===== config.mk =====
export PLATFORM = sky130hd
export DESIGN_NAME = sspr_top
export DESIGN_NICKNAME = d
export VERILOG_FILES = /design/src/design/sspr_pkg.sv /design/src/design/sspr_delay.sv /design/src/design/sspr_top.sv
export SDC_FILE = /design/constraint.sdc
export NUM_CORES = 1
export LEC_CHECK = 0
export ABC_AREA = 1
export ABC_CLOCK_PERIOD_IN_PS = 1900
export BUFFER_PORTS_ARGS = -buffer_cell sky130_fd_sc_hd__buf_2
export CORE_MARGIN = 5
export CORE_UTILIZATION = 40
export CTS_BUF_LIST = sky130_fd_sc_hd__clkbuf_4 sky130_fd_sc_hd__clkbuf_8
export CTS_CLUSTER_DIAMETER = 80
export CTS_CLUSTER_SIZE = 12
export DETAILED_ROUTE_END_ITERATION = 8
export GPL_ROUTABILITY_DRIVEN = 0
export PLACE_DENSITY = 0.67
export SETUP_SLACK_MARGIN = 0.3
export SLEW_MARGIN = 40
export SYNTH_ARGS = -nofsm -noshare
export SYNTH_HDL_FRONTEND = slang
export SYNTH_SLANG_ARGS = --single-unit

===== constraint.sdc =====
create_clock -name aclk -period 1.9 [get_ports aclk]
set_input_delay 0.475 -clock aclk [delete_from_list [all_inputs] [get_ports aclk]]
set_output_delay 0.475 -clock aclk [all_outputs]
set_load 0.05 [all_outputs]

===== src/design/sspr_pkg.sv =====
// Package: register map, field layout and timing constants for the phase_realign_en block
package sspr_pkg;
   // Printed offsets are not all multiples of four: kept as indices
   localparam int unsigned IDX_TIMING  = 47;
   localparam int unsigned IDX_DETECT  = 48;
   localparam int unsigned IDX_CTRL    = 49;
   localparam int unsigned IDX_STATUS  = 50;
   localparam int unsigned IDX_MASK    = 51;
   localparam int unsigned IDX_STATE   = 52;
   localparam logic [11:0] ADDR_TIMING = 12'(IDX_TIMING * 4);
   localparam logic [11:0] ADDR_DETECT = 12'(IDX_DETECT * 4);
   localparam logic [11:0] ADDR_CTRL   = 12'(IDX_CTRL * 4);
   localparam logic [11:0] ADDR_STATUS = 12'(IDX_STATUS * 4);
   localparam logic [11:0] ADDR_MASK   = 12'(IDX_MASK * 4);
   localparam logic [11:0] ADDR_STATE  = 12'(IDX_STATE * 4);

   localparam logic [7:0] TIMING_RST = 8'h00;
   localparam logic [7:0] DETECT_RST = 8'h00;
   localparam logic [1:0] RESP_OKAY  = 2'h0;
   localparam logic [1:0] RESP_SLVERR = 2'h2;

   // Delay step per field unit and clock period
   localparam int unsigned STEP_NS      = 50;
   localparam int unsigned CLK_NS       = 10;
   localparam int unsigned STEP_CYCLES  = (STEP_NS + CLK_NS - 1) / CLK_NS;

   typedef struct packed {
      logic [3:0] phase_realign_en_holdoff_periods;
      logic [3:0] misid_threshold;
   } sspr_timing_t;

   typedef struct packed {
      logic [2:0] ch2_rise_detect_delay;
      logic [2:0] ch2_valley_detect_delay;
      logic       short_protect_disable;
      logic       diff_voltage_fault_disable;
   } sspr_detect_t;

   // Status bits: 0 phase_realign_en done, 1 threshold crossed while held off
   typedef struct packed {
      logic held_off;
      logic phase_realign_en;
   } sspr_irq_t;
endpackage


===== src/design/sspr_delay.sv =====
// Programmable delay of a detector pulse, in steps of a fixed number of cycles
`timescale 1ns/10ps
`default_nettype none
module sspr_delay
   import sspr_pkg::*;
#(
   parameter int unsigned SEL_W = 3,
   parameter int unsigned STEP  = STEP_CYCLES
)(
   input  wire logic             aclk,
   input  wire logic             aresetn,
   input  wire logic [SEL_W-1:0] sel,
   input  wire logic             det_in,
   output logic                  det_out
);
   localparam int unsigned DEPTH = ((1 << SEL_W) - 1) * STEP + 1;

   // Refused at elaboration: a zero step or width leaves no line to tap
   if (SEL_W < 1 || STEP < 1)
   begin : g_bad_param
      $error("sspr_delay: bad parameters");
   end

   logic [DEPTH-1:0] line_r;

   // Shift line; tap chosen by field, zero gives two register stages
   always_ff @(posedge aclk)
   begin
      if (!aresetn)
         line_r <= '0;
      else
         line_r <= {line_r[DEPTH-2:0], det_in};
   end

   always_ff @(posedge aclk)
   begin
      if (!aresetn)
         det_out <= 1'b0;
      else
         det_out <= line_r[32'(sel) * STEP];
   end
endmodule
`default_nettype wire


===== src/design/sspr_top.sv =====
// Phase phase_realign_en decision, channel-2 detect delays and protection disables, AXI4-Lite registers
// Notes on behaviour
// - Hold-off field bits 7:4, periods between resyncs
// - Threshold field bits 3:0, misidentified periods tolerated
// - Counter plus one wrong, minus two right
// - Phase_realign_en when count exceeds threshold, hold-off elapsed
// - Hold-off and threshold fields act only with phase_realign_en enable set
// - Rising-edge detect delayed field times 50 ns
// - Bit 1 one disables short protection
// - Bit 0 one ignores voltage-difference fault
// - Enable zero means never resynchronize
`timescale 1ns/10ps
`default_nettype none
module sspr_top
   import sspr_pkg::*;
#(
   parameter int unsigned CNT_W = 6
)(
   input  wire logic        aclk,
   input  wire logic        aresetn,
   input  wire logic [11:0] s_axi_awaddr,
   input  wire logic        s_axi_awvalid,
   output logic             s_axi_awready,
   input  wire logic [31:0] s_axi_wdata,
   input  wire logic [3:0]  s_axi_wstrb,
   input  wire logic        s_axi_wvalid,
   output logic             s_axi_wready,
   output logic [1:0]       s_axi_bresp,
   output logic             s_axi_bvalid,
   input  wire logic        s_axi_bready,
   input  wire logic [11:0] s_axi_araddr,
   input  wire logic        s_axi_arvalid,
   output logic             s_axi_arready,
   output logic [31:0]      s_axi_rdata,
   output logic [1:0]       s_axi_rresp,
   output logic             s_axi_rvalid,
   input  wire logic        s_axi_rready,
   input  wire logic        ch2_period_end,
   input  wire logic        ch2_id_wrong,
   input  wire logic        ch1_period_end,
   input  wire logic        ch2_rise_detect_in,
   input  wire logic        ch2_valley_detect_in,
   input  wire logic        short_fault_in,
   input  wire logic        diff_fault_in,
   output logic             phase_phase_realign_en,
   output logic             ch2_rise_detect_out,
   output logic             ch2_valley_detect_out,
   output logic             short_fault_out,
   output logic             diff_fault_out,
   output logic             irq
);
   // Count must pass the largest threshold and still fit the state byte
   if (CNT_W < 5 || CNT_W > 8)
   begin : g_bad_param
      $error("sspr_top: counter width out of range");
   end

   function automatic logic [7:0] idx_of(input logic [11:0] a);
      idx_of = a[9:2];
   endfunction

   ////////////////////////////////////////////////////////////////////////
   sspr_timing_t timing_r;
   sspr_detect_t detect_r;
   logic         phase_realign_en_r;
   sspr_irq_t    status_r;
   sspr_irq_t    mask_r;
   logic [CNT_W-1:0] misid_cnt_r;
   logic [3:0]   holdoff_cnt_r;
   logic         aw_got_r;
   logic         w_got_r;
   logic [11:0]  awaddr_r;
   logic [31:0]  wdata_r;
   logic [3:0]   wstrb_r;
   logic         do_write;
   logic         wr_ok;
   logic         rd_ok;
   logic [31:0]  rd_val;
   logic         fire;
   logic         blocked;

   ////////////////////////////////////////////////////////////////////////
   // Write channel: address and data taken in either order
   assign do_write = aw_got_r && w_got_r && !s_axi_bvalid;

   always_ff @(posedge aclk)
   begin
      if (!aresetn)
      begin
         aw_got_r      <= 1'b0;
         w_got_r       <= 1'b0;
         awaddr_r      <= '0;
         wdata_r       <= '0;
         wstrb_r       <= '0;
         s_axi_awready <= 1'b0;
         s_axi_wready  <= 1'b0;
         s_axi_bvalid  <= 1'b0;
         s_axi_bresp   <= RESP_OKAY;
      end
      else
      begin
         s_axi_awready <= !aw_got_r && !s_axi_awready && !s_axi_bvalid;
         s_axi_wready  <= !w_got_r && !s_axi_wready && !s_axi_bvalid;
         if (s_axi_awvalid && s_axi_awready)
         begin
            aw_got_r      <= 1'b1;
            awaddr_r      <= s_axi_awaddr;
            s_axi_awready <= 1'b0;
         end
         if (s_axi_wvalid && s_axi_wready)
         begin
            w_got_r      <= 1'b1;
            wdata_r      <= s_axi_wdata;
            wstrb_r      <= s_axi_wstrb;
            s_axi_wready <= 1'b0;
         end
         if (do_write)
         begin
            aw_got_r     <= 1'b0;
            w_got_r      <= 1'b0;
            s_axi_bvalid <= 1'b1;
            s_axi_bresp  <= wr_ok ? RESP_OKAY : RESP_SLVERR;
         end
         else if (s_axi_bvalid && s_axi_bready)
            s_axi_bvalid <= 1'b0;
      end
   end

   always_comb
   begin
      case (idx_of(awaddr_r))
         8'(IDX_TIMING), 8'(IDX_DETECT), 8'(IDX_CTRL),
         8'(IDX_STATUS), 8'(IDX_MASK), 8'(IDX_STATE): wr_ok = (awaddr_r[11:10] == 2'h0);
         default: wr_ok = 1'b0;
      endcase
   end

   // Configuration registers; only the low byte lane carries data
   always_ff @(posedge aclk)
   begin
      if (!aresetn)
      begin
         timing_r           <= TIMING_RST;
         detect_r           <= DETECT_RST;
         phase_realign_en_r <= 1'b0;
         mask_r             <= '0;
      end
      else if (do_write && wr_ok && wstrb_r[0])
      begin
         case (idx_of(awaddr_r))
            8'(IDX_TIMING): timing_r <= wdata_r[7:0];
            8'(IDX_DETECT): detect_r <= wdata_r[7:0];
            8'(IDX_CTRL):   phase_realign_en_r <= wdata_r[0];
            8'(IDX_MASK):   mask_r <= wdata_r[1:0];
            default: ;
         endcase
      end
   end

   ////////////////////////////////////////////////////////////////////////
   // Read channel
   always_comb
   begin
      rd_ok  = (s_axi_araddr[11:10] == 2'h0);
      rd_val = 32'h0000_0000;
      case (idx_of(s_axi_araddr))
         8'(IDX_TIMING): rd_val[7:0] = timing_r;
         8'(IDX_DETECT): rd_val[7:0] = detect_r;
         8'(IDX_CTRL):   rd_val[0]   = phase_realign_en_r;
         8'(IDX_STATUS): rd_val[1:0] = status_r;
         8'(IDX_MASK):   rd_val[1:0] = mask_r;
         8'(IDX_STATE):  rd_val[15:0] = {4'h0, holdoff_cnt_r, 8'(misid_cnt_r)};
         default:        rd_ok = 1'b0;
      endcase
   end

   always_ff @(posedge aclk)
   begin
      if (!aresetn)
      begin
         s_axi_arready <= 1'b0;
         s_axi_rvalid  <= 1'b0;
         s_axi_rdata   <= '0;
         s_axi_rresp   <= RESP_OKAY;
      end
      else
      begin
         s_axi_arready <= !s_axi_arready && !s_axi_rvalid && s_axi_arvalid;
         if (s_axi_arvalid && s_axi_arready)
         begin
            s_axi_rvalid <= 1'b1;
            s_axi_rdata  <= rd_ok ? rd_val : 32'h0000_0000;
            s_axi_rresp  <= rd_ok ? RESP_OKAY : RESP_SLVERR;
         end
         else if (s_axi_rvalid && s_axi_rready)
            s_axi_rvalid <= 1'b0;
      end
   end

   ////////////////////////////////////////////////////////////////////////
   // Phase_realign_en decision
   assign blocked = (holdoff_cnt_r != 4'h0);
   assign fire = phase_realign_en_r
                 && (32'(misid_cnt_r) > 32'(timing_r.misid_threshold))
                 && !blocked;

   // Counter: +1 on wrong, -2 on right, floor at zero, cleared by phase_realign_en
   always_ff @(posedge aclk)
   begin
      if (!aresetn)
         misid_cnt_r <= '0;
      else if (fire || !phase_realign_en_r)
         misid_cnt_r <= '0;
      else if (ch2_period_end)
      begin
         if (ch2_id_wrong)
         begin
            if (misid_cnt_r != '1)
               misid_cnt_r <= misid_cnt_r + 1'b1;
         end
         else if (misid_cnt_r >= CNT_W'(2))
            misid_cnt_r <= misid_cnt_r - CNT_W'(2);
         else
            misid_cnt_r <= '0;
      end
   end

   // Hold-off counts channel-1 periods since the last phase_realign_en
   always_ff @(posedge aclk)
   begin
      if (!aresetn)
         holdoff_cnt_r <= 4'h0;
      else if (fire)
         holdoff_cnt_r <= timing_r.phase_realign_en_holdoff_periods;
      else if (ch1_period_end && blocked)
         holdoff_cnt_r <= holdoff_cnt_r - 4'h1;
   end

   always_ff @(posedge aclk)
   begin
      if (!aresetn)
         phase_phase_realign_en <= 1'b0;
      else
         phase_phase_realign_en <= fire;
   end

   ////////////////////////////////////////////////////////////////////////
   // Events: set wins over write-one-to-clear
   always_ff @(posedge aclk)
   begin
      if (!aresetn)
         status_r <= '0;
      else
      begin
         for (int i = 0; i < 2; i++)
         begin
            if (do_write && wr_ok && wstrb_r[0] && idx_of(awaddr_r) == 8'(IDX_STATUS) && wdata_r[i])
               status_r[i] <= 1'b0;
         end
         if (fire)
            status_r.phase_realign_en <= 1'b1;
         if (phase_realign_en_r && blocked
             && 32'(misid_cnt_r) > 32'(timing_r.misid_threshold))
            status_r.held_off <= 1'b1;
      end
   end

   always_ff @(posedge aclk)
   begin
      if (!aresetn)
         irq <= 1'b0;
      else
         irq <= |(status_r & mask_r);
   end

   ////////////////////////////////////////////////////////////////////////
   // Detector delays; one extra stage keeps outputs registered
   sspr_delay #(.SEL_W(3), .STEP(STEP_CYCLES)) u_rise
   (
      .aclk    (aclk),
      .aresetn (aresetn),
      .sel     (detect_r.ch2_rise_detect_delay),
      .det_in  (ch2_rise_detect_in),
      .det_out (ch2_rise_detect_out)
   );

   sspr_delay #(.SEL_W(3), .STEP(STEP_CYCLES)) u_valley
   (
      .aclk    (aclk),
      .aresetn (aresetn),
      .sel     (detect_r.ch2_valley_detect_delay),
      .det_in  (ch2_valley_detect_in),
      .det_out (ch2_valley_detect_out)
   );

   // Fault gating toward the protection module
   always_ff @(posedge aclk)
   begin
      if (!aresetn)
      begin
         short_fault_out <= 1'b0;
         diff_fault_out  <= 1'b0;
      end
      else
      begin
         short_fault_out <= short_fault_in && !detect_r.short_protect_disable;
         diff_fault_out  <= diff_fault_in && !detect_r.diff_voltage_fault_disable;
      end
   end
endmodule
`default_nettype wire


==> results by group <==
Logic synthesis
  – Number of synthesized register bits: 149
  – Largest area contributor in the netlist: dfxtp_1
  – Count of cell types in the netlist: 35
  – Sequential share of the synthesized area: a little under half
  – Synth area leaders: dfxtp_1 46%, nand2_1 13%, inv_1 8.4%, nor2_1 6.5%, o21ai_0 4.6%
  – Synth Area per Inst: just over 7 um2
  – Synth top area share: 45.9%
  – Syn Inst Count: 913
  – Commonest register cell after synthesis: dfxtp_1
  – EDFF count, synth: 0
  – Syn Std Cell Area: 0.00650 mm2
  – Synth warn: 0
  – Synth async-reset ratio: 0%

Status
  – Status: finished clean

Critical path
  – Worst path slowest cell: dfxtp_4
  – Worst reg2reg startpoint: misid_cnt_r[1]$_SDFFE_PP0P_
  – Critical-path cell list: ha_4, inv_2, nor2_1, o21ai_1, nand3_1, nand3b_1, nand3_4, inv_2, o21ai_2, nor2_1
  – Type of destination of the critical path: register
  – Worst R2R Setup Slack: 0.25 ns
  – Worst Path Required: approximately 2.3 ns
  – FF-to-FF path depth: 10
  – Critical path class: register to register
  – Slowest cell delay on critical path: 0.37 ns
  – CP max FO: 6
  – Critical Path AT: 2.03 ns
  – CP Launch Type: register
  – R2r endpoint: misid_cnt_r[5]$_SDFFE_PP0P_

Finish
  – Area delta synth->final: 25.7%
  – Register area: 0.00301 mm2
  – Multi-input gate area: 0.00313 mm2
  – Ant. Diodes: 0
  – Share of cells above drive strength 1: 24.3%
  – Post-Layout Inst Area: 0.00817 mm2
  – Number of fill cells in the layout: 1565
  – Non-filler instance count after layout: 1243
  – Final Util: 51.3%
  – Nets: 1105

Power and ir drop
  – Overall power: 6730 uW
  – Switching Fraction: 24.2%
  – P per Cell Area: 824 mW/mm2
  – Power share of the sequential group: between 40% and 50%
  – Clock Power Share: 41.9%
  – NetSw: 1630 uW
  – Peak VDD IR: 0.000495 V
  – Internal Power: roughly 5100 uW
  – Gate power share: 9.5%
  – Leakage: 0.00408 uW

Clock tree
  – Clk root buf: clkbuf_8
  – TritonCTS Buffers: 17
  – Clock latency reported for the late side of the worst-skew pair: 0.44 ns
  – Clock slew at reported path FFs: 0.07 ns
  – Clk sinks: 149
  – CTS hold repair buffers: 0
  – CTS tree: built
  – Clk buf depth: 2
  – CTS H-tree lvls: 4

Place
  – DP HPWL: 10100 um
  – Placed Area: 0.00712 mm2
  – Placed cell count: 1190
  – I/O Buffers: 67

Floorplanning
  – DIE AREA: 0.0189 mm2
  – Chip width: roughly 140 um
  – # rows: 46
  – Io pins: 121
  – Floorplan Core Area: approximately 0.016 mm2
  – Die Y: 138 um
  – Initial Util: 40.8%

Routing
  – Post-route ant nets: 0
  – TritonRoute pass-1 iters: 5
  – Vias per cell: 4.66
  – Met1 WL: 7060 um
  – First DRT Iteration DRCs: 471
  – Met3 wire length: around 820 um
  – DR vias: 5790
  – Final wirelength: 15400 um
  – WL met2: 7170 um
  – Top Layer Used: met4
  – Wirelength per Cell: 12.4 um
  – # DRC: 0

Worst hold path
  – Hold EP: u_rise.line_r[0]$_SDFF_PN0_
  – Hold_sp: ch2_rise_detect_in
  – Worst hold-check path type: input port to register
  – WHS Path Cells: 3

STA
  – Crit path time final: 1.65 ns
  – Final setup viols: 0
  – FMAX: 607 MHz
  – WHS: 0.211 ns
  – Max Transition Viols Final: 0
  – Clock Skews: about 0.009 ns
  – Crit share post-route: 86.8%
  – Count of final hold-check violations: 0
  – RSZ-0062 raised after global routing: true

Global route
  – Initial antenna violation count: 0
  – Aggregate global-route resource usage: between 10% and 20%
  – Global-route wire length before repair: 25000 um
  – Number of global-route vias before repair: 5375
  – Largest net degree at the start of global routing: 74
  – GR Overflow Total: 0

Job
  – MaxCap Viol Count: 0
[placed cells by master (no fill, tap or decap), types with 4 or more instances in the layout]
master	synthesis	layout
nand3_1	41	34
nand4_1	4	4
o22ai_1	9	9
o211ai_1	10	10
clkbuf_8	0	21
buf_6	1	4
bufinv_16	0	5
nand3_2	2	8
nor2_1	113	93
inv_2	0	13
inv_1	145	130
ha_1	16	6
nor2_2	0	16
buf_4	22	39
o21ai_2	0	4
clkinv_2	0	4
nor2_4	0	4
conb_1	1	22
a21oi_1	47	42
dfxtp_1	149	132
o21ai_1	0	10
nand2_2	0	11
dfxtp_4	0	4
nand2_1	226	212
clkbuf_4	0	4
o21ai_0	60	46
buf_2	4	63
dfxtp_2	0	13
nor3_2	3	5
a21oi_2	1	6
nor3_1	11	8
ha_4	0	9
[what timing repair did]
action | CTS | global route
cloned | 1 | 0
buffers inserted | 6 | 15
endpoints found under the setup margin | 30 | 41
gates resized for setup | 64 | 73
endpoints found under the hold margin | 0 | 0
pin swaps | 23 | 32
[how the worst max path moves through the flow]
| stage | slack, ns | cells after the start | startpoint | to |
|---|---|---|---|---|
| finish | 0.25 | 10 | misid_cnt_r[1]$_SDFFE_PP0P_ | misid_cnt_r[5]$_SDFFE_PP0P_ |
| global route | 0.14 | 11 | awaddr_r[5]$_SDFFE_PN0P_ | detect_r[4]$_SDFFE_PN0P_ |
| CTS | 0.29 | 10 | detect_r[2]$_SDFFE_PN0P_ | u_valley.det_out$_SDFF_PN0_ |
| detailed placement | -0.008 | 10 | s_axi_araddr[8] | s_axi_rdata[3]$_SDFFE_PN0P_ |
| global placement | 0.05 | 10 | s_axi_araddr[8] | s_axi_rdata[3]$_SDFFE_PN0P_ |
| floorplan | 0.31 | 10 | detect_r[4]$_SDFFE_PN0P_ | u_valley.det_out$_SDFF_PN0_ |
[stage by stage]
| stage | TNS, ns | worst slack (ns) |
|---|---|---|
| after CTS | 0 | 0.290 |
| after global placement | 0 | 0.0453 |
| after floorplan | 0 | 0.313 |
| final | 0 | 0.252 |
| after detailed placement | -0.00784 | -0.00784 |
| after global routing | 0 | 0.143 |
[cell usage after synthesis (3+ instances only)]
cell,n
inv_1,145
nand4_1,4
a21oi_1,47
nor2_1,113
clkbuf_1,22
o22ai_1,9
o21ai_0,60
buf_2,4
nor3_2,3
nor4_1,3
nor3_1,11
nand3b_1,3
nand2_1,226
o211ai_1,10
ha_1,16
xor2_1,3
nand3_1,41
dfxtp_1,149
a31oi_1,3
buf_4,22
[per-layer routing]
metal / global-route usage [%] / up-vias
met5: 0 / -
met4: 5.54 / 0
met3: 4.20 / 24
met2: 27.2 / 140
met1: 21.0 / 2611
li1: - / 3015
[cell families (layout without fill, tap and decap cells)]
kind of cell | Yosys count | after routing | share of synthesized area, %
other cells | 1 | 22 | 0.0577
compound gates | 137 | 137 | 11.6
flops | 149 | 149 | 45.9
xor+xnor | 3 | 3 | 0.404
simple gates | 409 | 410 | 26.1
fa+ha+maj | 16 | 16 | 3.08
buf+inv | 198 | 290 | 12.9
[sequential cells by signal, summed over array words and instances, names as in the netlist, 2 cells and up]
| register | count |
|---|---|
| u_valley.line_r | 36 |
| awaddr_r | 10 |
| misid_cnt_r | 6 |
| holdoff_cnt_r | 4 |
| timing_r | 8 |
| wdata_r | 8 |
| detect_r | 8 |
| status_r | 2 |
| s_axi_rdata | 12 |
| mask_r | 2 |
| u_rise.line_r | 36 |
[power groups by stage]
stage	Combinational [uW]	Clock [uW]	Sequential, uW
CTS	601	2890	3260
finish	641	2820	3270
floorplan	427	0	3360
detailed placement	567	0	3330
global placement	562	0	3330
global route	717	3030	3280
[cell type report]
| class | count | area share [%] |
|---|---|---|
| Sequential cell | 149 | 36.9 |
| Inverter | 147 | 6.83 |
| Clock inverter | 9 | 2.11 |
| Tap cell | 216 | 3.31 |
| Clock buffer | 22 | 3.63 |
| Timing Repair Buffer | 112 | 9.00 |
| Multi-Input combinational cell | 588 | 38.2 |
[critical path: cells and delay by family, from the launching register on]
kind	cells	cell delay, ns
simple gates	5	0.64
fa+ha+maj	1	0.25
buf+inv	2	0.14
compound gates	2	0.19
flops	1	0.37
Power figures use the tool's default switching activity.
